<file path="src/hw/lookup_ctl_pkg.sv">
`default_nettype none
package lookup_ctl_pkg;

  // Register map
  localparam logic [15:0] LOOKUP_CONTROL_ZERO_ADDR = 16'h0310;
  localparam logic [15:0] LOOKUP_CONTROL_ONE_ADDR  = 16'h0311;

  // Control register 0 fields
  localparam int CTL0_VLAN_EN_BIT      = 7;
  localparam int CTL0_DROP_INV_VID_BIT = 6;
  localparam int CTL0_AGE_CNT_HI       = 5;
  localparam int CTL0_AGE_CNT_LO       = 3;
  localparam int CTL0_RSVD_MC_BIT      = 2;
  localparam int CTL0_HASH_HI          = 1;
  localparam int CTL0_HASH_LO          = 0;
  localparam logic [7:0] CTL0_RESET    = 8'h61;

  // Control register 1 fields
  localparam int CTL1_LEARN_DIS_BIT    = 7;
  localparam int CTL1_SELF_FILT_BIT    = 6;
  localparam int CTL1_FLUSH_TABLE_BIT  = 5;
  localparam int CTL1_FLUSH_MSTP_BIT   = 4;
  localparam int CTL1_MC_SRC_FWD_BIT   = 3;
  localparam int CTL1_AGING_EN_BIT     = 2;
  localparam int CTL1_FAST_AGING_BIT   = 1;
  localparam int CTL1_LINK_FLUSH_BIT   = 0;
  localparam logic [7:0] CTL1_RESET    = 8'h0C;

  // Value of the age period after reset, in seconds
  localparam logic [7:0] AGE_PERIOD_RESET = 8'h4B;

  typedef enum logic [1:0] {
    HASH_DIRECT     = 2'h0,
    HASH_CRC        = 2'h1,
    HASH_XOR        = 2'h2,
    HASH_DIRECT_ALT = 2'h3
  } hash_select_t;

  typedef enum logic [1:0] {
    FLUSH_NONE    = 2'h0,
    FLUSH_DYNAMIC = 2'h1,
    FLUSH_STATIC  = 2'h2,
    FLUSH_BOTH    = 2'h3
  } flush_option_t;

  localparam int          HASH_W        = 10;
  localparam logic [9:0]  CRC_POLY      = 10'h233;
  localparam logic [39:0] RSVD_MC_PREFIX = 40'h01_80C2_0000;

  // Timing
  localparam longint CLK_HZ          = 40_000_000;
  localparam longint AGE_UNIT_MS     = 1000;
  localparam longint FAST_AGE_US     = 500;
  localparam longint AGE_UNIT_CYCLES = CLK_HZ / 1000 * AGE_UNIT_MS;
  localparam longint FAST_AGE_CYCLES = CLK_HZ / 1_000_000 * FAST_AGE_US;

endpackage : lookup_ctl_pkg
`default_nettype wire

</file>
<file path="src/hw/lookup_engine_control_regs.sv">
`timescale 1ns/10ps
`default_nettype none
// Behaviour
// [RL1] VLAN enable bit switches VLAN forwarding and filtering; resets off.
// [RL2] Software fills the VLAN table before setting VLAN enable.
// [RL3] Drop-invalid-VID set discards packets with invalid VLAN identifier.
// [RL4] Drop-invalid-VID clear sends invalid-VID packets to the host port.
// [RL5] Enabled unknown-VID forwarding overrides the drop-invalid-VID choice.
// [RL6] Age count field is loaded into each dynamic entry on update.
// [RL7] Aging time depends on entry age count and the age period.
// [RL8] Aging time is age period seconds times age count; period resets 75.
// [RL9] Reserved multicast table joins lookups only while its enable is set.
// [RL10] Hash select: direct ten low bits, CRC, or XOR indexing.
// [RL11] Unicast learning disable bit stops learning of unicast addresses.
// [RL12] Global self-address filtering drops packets whose source is the switch.
// [RL13] Self filtering only on ports with their own enable set.
// [RL14] Self address is the 48-bit switch address value.
// [RL15] Table flush bit starts a flush and clears itself afterwards.
// [RL16] MSTP flush bit starts a flush of matched entries, self-clearing.
// [RL17] Both flushes limit removal by the flush option setting.
// [RL18] Flush option: 00 none, 01 dynamic, 10 static, 11 both.
// [RL19] Multicast source packets forwarded when bit set, dropped when clear.
// [RL20] Aging enable bit switches address table aging on or off.
// [RL21] Fast aging bit switches fast aging on or off.
// [RL22] Link-down flush removes entries of a port that loses link.
// [RL23] Fast aging expires dynamic entries after a much shorter interval.
module lookup_engine_control_regs #(
  parameter int     PORTS           = 6,
  parameter longint AGE_UNIT_CYCLES = lookup_ctl_pkg::AGE_UNIT_CYCLES,
  parameter longint FAST_AGE_CYCLES = lookup_ctl_pkg::FAST_AGE_CYCLES
) (
  input  wire logic                     i_ref_clk,
  input  wire logic                     i_rst_n,
  // Register port
  input  wire logic [15:0]              i_reg_addr,
  input  wire logic                     i_reg_wr,
  input  wire logic                     i_reg_rd,
  input  wire logic [7:0]               i_reg_wdata,
  output logic      [7:0]               o_reg_rdata,
  // Settings held elsewhere in the switch
  input  wire logic [47:0]              i_switch_addr,
  input  wire logic [7:0]               i_age_period,
  input  wire logic [1:0]               i_flush_option,
  input  wire logic                     i_unknown_vid_fwd_en,
  input  wire logic [PORTS-1:0]         i_port_self_filter_en,
  input  wire logic [PORTS-1:0]         i_link_up,
  // Flush handshake with the table engine
  input  wire logic                     i_flush_done,
  output logic                          o_flush_table,
  output logic                          o_flush_mstp,
  output logic      [1:0]               o_flush_kind,
  output logic      [PORTS-1:0]         o_port_flush,
  // Aging
  output logic      [2:0]               o_entry_age_count,
  output logic      [10:0]              o_age_time_s,
  output logic                          o_age_step,
  // Per-packet decision
  input  wire logic                     i_pkt_valid,
  input  wire logic [$clog2(PORTS)-1:0] i_pkt_port,
  input  wire logic [47:0]              i_pkt_sa,
  input  wire logic [47:0]              i_pkt_da,
  input  wire logic                     i_pkt_vid_invalid,
  output logic                          o_pkt_valid,
  output logic                          o_pkt_drop,
  output logic                          o_pkt_to_host,
  output logic                          o_pkt_unknown_vid,
  output logic                          o_pkt_learn,
  output logic                          o_pkt_rsvd_lookup,
  output logic                          o_vlan_enable,
  output logic      [9:0]               o_pkt_hash_index
);

  localparam int CNT_W = $clog2(AGE_UNIT_CYCLES > FAST_AGE_CYCLES ? AGE_UNIT_CYCLES : FAST_AGE_CYCLES) + 1;
  localparam logic [CNT_W-1:0] UNIT_LAST = CNT_W'(AGE_UNIT_CYCLES - 1);
  localparam logic [CNT_W-1:0] FAST_LAST = CNT_W'(FAST_AGE_CYCLES - 1);

  typedef struct packed {
    logic [7:0]       ctl0;
    logic [7:0]       ctl1;
    logic [7:0]       rdata;
    logic [CNT_W-1:0] tick_cnt;
    logic [7:0]       sec_cnt;
    logic             age_step;
    logic [10:0]      age_time;
    logic [PORTS-1:0] link_q;
    logic [PORTS-1:0] port_flush;
    logic             pkt_valid;
    logic             pkt_drop;
    logic             pkt_host;
    logic             pkt_unknown;
    logic             pkt_learn;
    logic             pkt_rsvd;
    logic [9:0]       pkt_index;
  } state_t;

  state_t     st;
  state_t     next_st;
  logic [9:0] hash_index;
  logic       wr0;
  logic       wr1;
  logic       self_hit;
  logic       mc_src;
  logic       inv_vid;
  logic [PORTS-1:0] link_lost;

  lookup_hash_index u_hash (
    .i_dest_addr   (i_pkt_da),
    .i_hash_select (st.ctl0[lookup_ctl_pkg::CTL0_HASH_HI:lookup_ctl_pkg::CTL0_HASH_LO]),
    .o_index       (hash_index)
  );

  assign wr0 = i_reg_wr && (i_reg_addr == lookup_ctl_pkg::LOOKUP_CONTROL_ZERO_ADDR);
  assign wr1 = i_reg_wr && (i_reg_addr == lookup_ctl_pkg::LOOKUP_CONTROL_ONE_ADDR);
  assign self_hit = st.ctl1[lookup_ctl_pkg::CTL1_SELF_FILT_BIT] && i_port_self_filter_en[i_pkt_port]
                    && (i_pkt_sa == i_switch_addr); // RL12 RL13 RL14
  assign mc_src   = i_pkt_sa[40];
  // Invalid VID only matters while VLAN mode is on
  assign inv_vid  = i_pkt_vid_invalid && st.ctl0[lookup_ctl_pkg::CTL0_VLAN_EN_BIT]; // RL1
  assign link_lost = st.link_q & ~i_link_up;

  always_comb
  begin
    logic drop;
    drop    = 1'b0;
    next_st = st;

    // Register writes; the flush triggers ignore written zeros
    if (wr0)
      next_st.ctl0 = i_reg_wdata;
    if (wr1)
    begin
      next_st.ctl1[7:6] = i_reg_wdata[7:6];
      next_st.ctl1[3:0] = i_reg_wdata[3:0];
    end
    // Done clears, but a new trigger in the same cycle wins
    if (i_flush_done || i_flush_option == lookup_ctl_pkg::FLUSH_NONE) // RL15 RL16 RL18
    begin
      next_st.ctl1[lookup_ctl_pkg::CTL1_FLUSH_TABLE_BIT] = 1'b0;
      next_st.ctl1[lookup_ctl_pkg::CTL1_FLUSH_MSTP_BIT]  = 1'b0;
    end
    if (wr1 && i_reg_wdata[lookup_ctl_pkg::CTL1_FLUSH_TABLE_BIT])
      next_st.ctl1[lookup_ctl_pkg::CTL1_FLUSH_TABLE_BIT] = 1'b1; // RL15
    if (wr1 && i_reg_wdata[lookup_ctl_pkg::CTL1_FLUSH_MSTP_BIT])
      next_st.ctl1[lookup_ctl_pkg::CTL1_FLUSH_MSTP_BIT] = 1'b1; // RL16

    // Read data lags the strobe by one cycle
    if (i_reg_rd)
    begin
      if (i_reg_addr == lookup_ctl_pkg::LOOKUP_CONTROL_ZERO_ADDR)
        next_st.rdata = st.ctl0;
      else if (i_reg_addr == lookup_ctl_pkg::LOOKUP_CONTROL_ONE_ADDR)
        next_st.rdata = st.ctl1;
      else
        next_st.rdata = 8'h00;
    end

    // Aging time base
    next_st.age_step = 1'b0;
    next_st.age_time = 11'(i_age_period)
                       * 11'(st.ctl0[lookup_ctl_pkg::CTL0_AGE_CNT_HI:lookup_ctl_pkg::CTL0_AGE_CNT_LO]); // RL8
    if (!st.ctl1[lookup_ctl_pkg::CTL1_AGING_EN_BIT]) // RL20
    begin
      next_st.tick_cnt = '0;
      next_st.sec_cnt  = '0;
    end
    else if (st.ctl1[lookup_ctl_pkg::CTL1_FAST_AGING_BIT]) // RL21
    begin
      next_st.sec_cnt = '0;
      if (st.tick_cnt >= FAST_LAST)
      begin
        next_st.tick_cnt = '0;
        next_st.age_step = 1'b1; // RL23
      end
      else
        next_st.tick_cnt = st.tick_cnt + 1'b1;
    end
    else if (st.tick_cnt >= UNIT_LAST)
    begin
      next_st.tick_cnt = '0;
      // One step per age period; an entry lives age count steps
      if (i_age_period != 8'h00 && st.sec_cnt >= i_age_period - 8'h01) // RL7 RL8
      begin
        next_st.sec_cnt  = '0;
        next_st.age_step = 1'b1;
      end
      else
        next_st.sec_cnt = st.sec_cnt + 8'h01;
    end
    else
      next_st.tick_cnt = st.tick_cnt + 1'b1;

    // Link-down flush
    next_st.link_q     = i_link_up;
    next_st.port_flush = st.ctl1[lookup_ctl_pkg::CTL1_LINK_FLUSH_BIT] ? link_lost : '0; // RL22

    // Packet decision, registered
    next_st.pkt_valid = i_pkt_valid;
    if (i_pkt_valid)
    begin
      drop = self_hit; // RL12
      if (mc_src && !st.ctl1[lookup_ctl_pkg::CTL1_MC_SRC_FWD_BIT])
        drop = 1'b1; // RL19
      if (inv_vid && !i_unknown_vid_fwd_en && st.ctl0[lookup_ctl_pkg::CTL0_DROP_INV_VID_BIT])
        drop = 1'b1; // RL3
      next_st.pkt_drop    = drop;
      next_st.pkt_unknown = inv_vid && i_unknown_vid_fwd_en; // RL5
      next_st.pkt_host    = !drop && inv_vid && !i_unknown_vid_fwd_en; // RL4
      next_st.pkt_learn   = !drop && !mc_src && !st.ctl1[lookup_ctl_pkg::CTL1_LEARN_DIS_BIT]; // RL11
      next_st.pkt_rsvd    = st.ctl0[lookup_ctl_pkg::CTL0_RSVD_MC_BIT]
                            && (i_pkt_da[47:8] == lookup_ctl_pkg::RSVD_MC_PREFIX); // RL9
      next_st.pkt_index   = hash_index; // RL10
    end
    else
    begin
      next_st.pkt_drop    = 1'b0;
      next_st.pkt_unknown = 1'b0;
      next_st.pkt_host    = 1'b0;
      next_st.pkt_learn   = 1'b0;
      next_st.pkt_rsvd    = 1'b0;
    end
  end

  always_ff @(posedge i_ref_clk)
  begin
    if (!i_rst_n)
    begin
      st            <= '0;
      st.ctl0       <= lookup_ctl_pkg::CTL0_RESET;
      st.ctl1       <= lookup_ctl_pkg::CTL1_RESET;
      st.link_q     <= '0;
    end
    else
      st <= next_st;
  end

  assign o_reg_rdata       = st.rdata;
  assign o_flush_table     = st.ctl1[lookup_ctl_pkg::CTL1_FLUSH_TABLE_BIT];
  assign o_flush_mstp      = st.ctl1[lookup_ctl_pkg::CTL1_FLUSH_MSTP_BIT];
  assign o_flush_kind      = i_flush_option; // RL17
  assign o_port_flush      = st.port_flush;
  assign o_entry_age_count = st.ctl0[lookup_ctl_pkg::CTL0_AGE_CNT_HI:lookup_ctl_pkg::CTL0_AGE_CNT_LO]; // RL6
  assign o_age_time_s      = st.age_time;
  assign o_age_step        = st.age_step;
  assign o_pkt_valid       = st.pkt_valid;
  assign o_pkt_drop        = st.pkt_drop;
  assign o_pkt_to_host     = st.pkt_host;
  assign o_pkt_unknown_vid = st.pkt_unknown;
  assign o_pkt_learn       = st.pkt_learn;
  assign o_pkt_rsvd_lookup = st.pkt_rsvd;
  assign o_vlan_enable     = st.ctl0[lookup_ctl_pkg::CTL0_VLAN_EN_BIT]; // RL1
  assign o_pkt_hash_index  = st.pkt_index; // RL10
endmodule : lookup_engine_control_regs
`default_nettype wire

</file>
<file path="src/hw/lookup_hash_index.sv">
`timescale 1ns/10ps
`default_nettype none
module lookup_hash_index (
  input  wire logic [47:0] i_dest_addr,
  input  wire logic [1:0]  i_hash_select,
  output logic      [9:0]  o_index
);

  logic [9:0] crc;
  logic [9:0] fold;
  logic [59:0] padded;

  always_comb
  begin
    crc    = '0;
    fold   = '0;
    padded = {12'h000, i_dest_addr};
    for (int i = 47; i >= 0; i--)
    begin
      if (crc[9] ^ i_dest_addr[i])
        crc = {crc[8:0], 1'b0} ^ lookup_ctl_pkg::CRC_POLY;
      else
        crc = {crc[8:0], 1'b0};
    end
    for (int j = 0; j < 6; j++)
      fold = fold ^ padded[j*10 +: 10];
    case (lookup_ctl_pkg::hash_select_t'(i_hash_select))
      lookup_ctl_pkg::HASH_CRC: o_index = crc;        // RL10
      lookup_ctl_pkg::HASH_XOR: o_index = fold;       // RL10
      default:                  o_index = i_dest_addr[9:0]; // RL10
    endcase
  end

endmodule : lookup_hash_index
`default_nettype wire

</file>
<file path="config.mk">
export PLATFORM = sky130hd
export DESIGN_NAME = lookup_engine_control_regs
export DESIGN_NICKNAME = d
export VERILOG_FILES = /design/src/hw/lookup_ctl_pkg.sv /design/src/hw/lookup_engine_control_regs.sv /design/src/hw/lookup_hash_index.sv
export SDC_FILE = /design/constraint.sdc
export NUM_CORES = 1
export LEC_CHECK = 0
export BUFFER_PORTS_ARGS = -buffer_cell sky130_fd_sc_hd__buf_2
export CORE_ASPECT_RATIO = 1.2
export CORE_MARGIN = 2
export CORE_UTILIZATION = 56
export CTS_CLUSTER_SIZE = 12
export DETAILED_ROUTE_END_ITERATION = 7
export GPL_ROUTABILITY_DRIVEN = 1
export PLACE_DENSITY_LB_ADDON = 0.15
export RECOVER_POWER = 100
export SKIP_CTS_REPAIR_TIMING = 1
export SYNTH_ARGS = -nofsm -noshare
export SYNTH_HDL_FRONTEND = slang
export SYNTH_SLANG_ARGS = --single-unit
</file>
<file path="constraint.sdc">
create_clock -name i_ref_clk -period 5.1 [get_ports i_ref_clk]
set_input_delay 0.255 -clock i_ref_clk [delete_from_list [all_inputs] [get_ports i_ref_clk]]
set_output_delay 0.255 -clock i_ref_clk [all_outputs]
set_load 0.02 [all_outputs]
</file>
Word level (Yosys, flattened, before mapping). Index checks and enable logic that the tools add are counted.

Add/sub/neg operators: 3. Multiply operators: 1. $lt $le $gt $ge: 4. Equal/unequal tests: 6. Muxes and demuxes: 66. Bitwise logic cells: 102. Reduce and logical (&&, ||, !) cells: 31.

Operators with widths (number): two-way mux 10 bit (48); NOT 5 bit (47); two-way mux 27 bit (2); equality test 48 bit (1); XOR 1 bit (47); equality test 40 x 33 -> 1 bit (second input constant) (1); two-way mux 36 bit (1); equality test 16 x 10 -> 1 bit (second input constant) (2); XOR 10 bit (3); adder 27 x 1 -> 27 bit (second input constant) (1); >= comparator 27 x 15 -> 1 bit (second input constant) (1); >= comparator 27 x 26 -> 1 bit (second input constant) (1); two-way mux 8 bit (3); case mux 10 bit (2 select lines) (1); logical AND 1 bit (17); multiplier 8 x 3 -> 11 bit (1); XOR 10 x 8 -> 10 bit (1); two-way mux 9 bit (1); adder 8 x 1 -> 8 bit (second input constant) (1); >= comparator 8 bit (1); two-way mux 1 bit (8); nonzero test 8 bit (1); subtractor 8 x 1 -> 8 bit (second input constant) (1); AND 6 bit (1); other kinds (13) (21).

Flip-flop bits (word level): 99. Bits of input ports: 201. Output and inout bits: 50.

Logic depth before layout (Yosys ltp).
Depth in word-level cells: 96. Depth in mapped cells: 15. Gate-level depth less buffers: 14.

Hierarchy. A second synthesis with hierarchy kept.

Cell total of the unflattened synthesis: 823. Area, all modules: 7437.1 µm².

Modules (own cells, without submodules): lookup_engine_control_regs (times used 1, cells each 657, area an instance 5681.7 µm², seq. area each 1981.9 µm²); lookup_hash_index (times used 1, cells each 166, area an instance 1755.4 µm², seq. area each 0.0 µm²).

Least setup slack after synthesis. OpenSTA, ideal clock, no wires.

Kind: in2reg. Start point: input port i_pkt_da[47]. End point: register st (netlist bit o_pkt_hash_index[0]). Setup time: 77 ps. Arrival: 3260 ps. Required time: 5023 ps. Slack: 1763 ps. Stages: 13. Buffers on the path: 1. Path through: buf_4 inv_1 ha_1 xnor2_1 xor3_1 xnor3_2 xnor3_1 xnor3_1 xnor3_1 xnor2_2 xor2_1 nand3b_1 a41oi_2.

Cells in the longest elaborated chain, start to end: 96. Elaborated cells between the ends (all ways): 142.

Ends and longest elaborated chain: start, declared (line lookup_engine_control_regs.sv:61) `input wire logic [47:0] i_pkt_da,`; two-way mux 10 bit * (line lookup_hash_index.sv:20) `if (crc[9] ^ i_dest_addr[i])`; XOR 1 bit (line lookup_hash_index.sv:20); two-way mux 10 bit * (line lookup_hash_index.sv:20); XOR 1 bit (line lookup_hash_index.sv:20); two-way mux 10 bit * (line lookup_hash_index.sv:20); XOR 1 bit (line lookup_hash_index.sv:20); two-way mux 10 bit * (line lookup_hash_index.sv:20); XOR 1 bit (line lookup_hash_index.sv:20); (+80 left out); two-way mux 10 bit * (line lookup_hash_index.sv:20); XOR 1 bit (line lookup_hash_index.sv:20); two-way mux 10 bit * (line lookup_hash_index.sv:20); XOR 1 bit (line lookup_hash_index.sv:20); two-way mux 10 bit * (line lookup_hash_index.sv:20); XOR 1 bit * (line lookup_hash_index.sv:20); two-way mux 10 bit * (line lookup_hash_index.sv:20); case mux 10 bit (2 select lines) * (line lookup_hash_index.sv:27) `case (lookup_ctl_pkg::hash_select_t'(i_hash_select))`; end signal, assigned (line lookup_engine_control_regs.sv:233) `st <= next_st;`; end, declared (line lookup_engine_control_regs.sv:96) `state_t st;`.

Mark *: on every way between the ends. The rest lies on a longest branch, timed or not. A chain may end at the register's enable or synchronous reset.

Final worst setup path. Same ends and word-level chain as after synthesis.

==> out/qor.txt <==
CP max FO -> 5
antenna violations before repair -> 2
multiplexer area fraction after synthesis -> 0.04194
Cell Area, Synth -> 7398 um2
total CTS buffers -> 9
Top FF cell, synth -> dfxtp_1
GRT overflow -> 0
largest family of logic cells by synthesized area -> XOR/XNOR gates
Setup crit start -> i_pkt_da[47]
clk_lat worst skew -> 0.34 ns
Worst path slowest cell -> xor3_1
Cell Area, Placed -> 8464 um2
Worst EP arrival -> 3.62 ns
max-slew violations -> 56
Hold Path Cell Cnt -> 2
XOR/XNOR Fraction of Synth Area -> 0.3054
routed wire length on met2 -> 9.478 mm
area of the die -> 14,150 um2
DP HPWL -> 14.94 mm
WHS Endpoint -> o_port_flush[5]
Hold Startpoint -> i_link_up[5]
Setup violations, final -> 0
worst path cell trace -> clkbuf_1 -> inv_1 -> ha_1 -> xnor2_1 -> xor3_1 -> xnor3_2 -> xnor3_1 -> xnor3_1 -> xnor3_1 -> xnor2_1 -> xor2_1 -> nand3b_1 -> a41oi_2
clock sinks -> 99
worst r2r src -> st[50]
routed vias/inst -> 5.186
share of layout cells above drive strength 1 -> 0.2193
Placer Congestion -> 0.9249
Yosys cell types -> 49
Hold WS -> 0.08222 ns
Clk network pwr share -> 0.198
top cells by count, synth -> xnor2_1, dfxtp_1, xor2_1
clock-pin slew on the worst setup and hold paths -> 0.07 ns
CTS tree -> yes
Compound-Gate Fraction of Synth Area -> 0.06004
pin count of the biggest net entering global routing -> 56
combinational power share -> 0.555
Tmin final -> 3.356 ns
Syn Nets -> 1,036
Least-Margin Pin Slew -> 2.114 ns
status -> finished with violations
WP data required -> 5.36 ns
total power -> 3.371 mW
layout net count -> 1,233
cell with the most instances after synthesis -> xnor2_1
# DRC -> 0
Overall Global Routing Usage -> 0.2633
cell seen most often among critical-path stages -> xnor3_1
Fin. Hold Viols -> 0
power share of the sequential group -> 0.247
Layout Skew -> 0.01126 ns
sw power -> 1.151 mW
Core Rows -> 46
synth top area cells -> dfxtp_1, xnor2_1, xor2_1, xnor3_1, buf_4
met3 WL -> 979 um
Syn. warnings -> 0
WL/cell -> 15.55 um
vias in the first global route -> 5,945
Int Power -> 2.220 mW
Via Count -> 6,083
Setup crit start kind -> input pin
Util after Layout -> 0.6640
achievable frequency -> 0.2980 GHz
initial core utilization -> 0.5663
R2R Path End -> st[59]
Setup CP Type -> input pin to flop
worst vdd ir -> 0.0005426 V
unrepaired setup endpoints after global routing -> false
Worst Setup End Kind -> flop
final instance area -> 8675 um2
register area share after synthesis -> 0.2679
Post-Route WL -> 18.24 mm
#FFs+latches synth -> 99
adder-cell share of the synthesized area -> 0.06122
first-pass GRT wire length -> 28.88 mm
Final ANT Viol Nets -> 0
P_leak -> 3.803 nW
metal1 wirelength -> 7.362 mm
CTS Root Cell -> clkbuf_16
average size of a mapped cell -> 9.213 um2
DR top layer -> met4
worst-case reg-to-reg path depth -> 10
setup slack, reg-to-reg -> 1.92 ns
Chip Width -> 108.9 um
H-tree levels -> 3
Post-synth EDFFs -> 0
Fill cells -> 1,150
Initial DRT Pass Iterations -> 4
Chip Height -> 129.9 um
Layout area overhead -> 17.25%
PortBufs -> 250
Max-Cap Viols -> 1
ys async rst share -> 0
core area -> 13,070 um2
Iter 0 DRT Violations -> 257
Sw Ratio -> 0.3415
top cell type by total area after synthesis -> dfxtp_1
Synth top area share -> 0.2679
power per cell area -> 388.6 nW/um2
Final TNS setup -> 0 ns
Max Buffers Root-to-Sink -> 2
Tightest Hold Check Type -> input pin to flop
slew margin rel. -> -0.4095
Top-Level Pins -> 251
Gate Count Post-Synth -> 803
Final Cycle Share -> 0.6580
simple-gate share of the synthesized area -> 0.1969
Critical Path Max Stage Delay -> 0.43 ns
failing checks -> max-capacitance violations, max-slew violations
==> area by class of cell <==
type                            count  area [um2]  area share
Timing Repair Buffer              251        1189      0.1370
Inverter                           23       86.33    0.009952
Multi-Input combinational cell    616        4920      0.5671
Sequential cell                    99        1982      0.2285
Antenna cell                        2       5.005   0.0005770
Tap cell                          168       210.2     0.02423
Clock buffer                       11       242.7     0.02798
Clock inverter                      3       40.04    0.004616
==> worst max-delay path by stage <==
stage,to,slack (ns),cells past startpoint
after CTS,o_pkt_hash_index[0],1.89,13
after floorplan,o_pkt_hash_index[0],1.76,13
after detailed placement,o_pkt_hash_index[0],1.53,13
after global placement,o_pkt_hash_index[0],1.62,13
final,o_pkt_hash_index[0],1.74,13
after global routing,o_pkt_hash_index[4],1.53,13
==> registers in the layout, summed over array words and instances (netlist names), 3 cells and up <==
name,flops
st,51
o_age_time_s,11
o_pkt_hash_index,10
o_reg_rdata,8
o_port_flush,6
o_entry_age_count,3
==> per-stage QoR <==
| stage | std cells | worst slack, ns |
|---|---|---|
| global placement | 1157 | 1.616 |
| CTS | 1171 | 1.889 |
| floorplan | 803 | 1.763 |
| finish | 1173 | 1.744 |
| global route | 1173 | 1.527 |
| detailed placement | 1157 | 1.530 |
==> cell usage in the layout, fill, tap and decap left out, drive strengths merged, types with 11 or more instances in the layout <==
master / instances
and2: 29
nor2: 53
xnor2: 113
ha: 25
o21ai: 15
nand3: 22
a21oi: 14
nor4: 19
dfxtp: 99
inv: 23
nand2: 51
nand2b: 13
mux2i: 22
buf: 197
xor2: 76
clkbuf: 65
nand4: 17
xnor3: 24
nor2b: 25
a21o: 11
==> cell families after synthesis <==
family / after synthesis
flip-flops: 99
XOR/XNOR: 215
adder cells (fa/ha/maj): 32
AO/OA/AOI/OAI: 67
multiplexers: 29
AND/OR/NAND/NOR: 272
other: 1
buffers and inverters: 88
==> power groups by stage <==
stage | Clock, mW | Sequential [mW] | Combinational [mW]
6_report | 0.667 | 0.832 | 1.87
5_1_grt | 0.716 | 0.836 | 2.03
4_1_cts | 0.683 | 0.831 | 1.98
3_5_place_dp | 0 | 0.847 | 1.97
3_3_place_gp | 0 | 0.848 | 1.95
2_1_floorplan | 0 | 0.845 | 1.65
==> worst max-delay path: cells and delay by family <==
family / cells / cell delay, ns
xor+xnor: 8 / 2.48
fa+ha+maj: 1 / 0.32
buf+inv: 2 / 0.29
compound gates: 1 / 0.18
simple gates: 1 / 0.10
==> routing by layer <==
layer | vias up | GRT usage
li1 | 3058 | -
met4 | 0 | 0.1041
met5 | - | 0
met3 | 29 | 0.04645
met1 | 2816 | 0.3145
met2 | 180 | 0.4662
No activity file was read; power rests on OpenSTA's default activity.
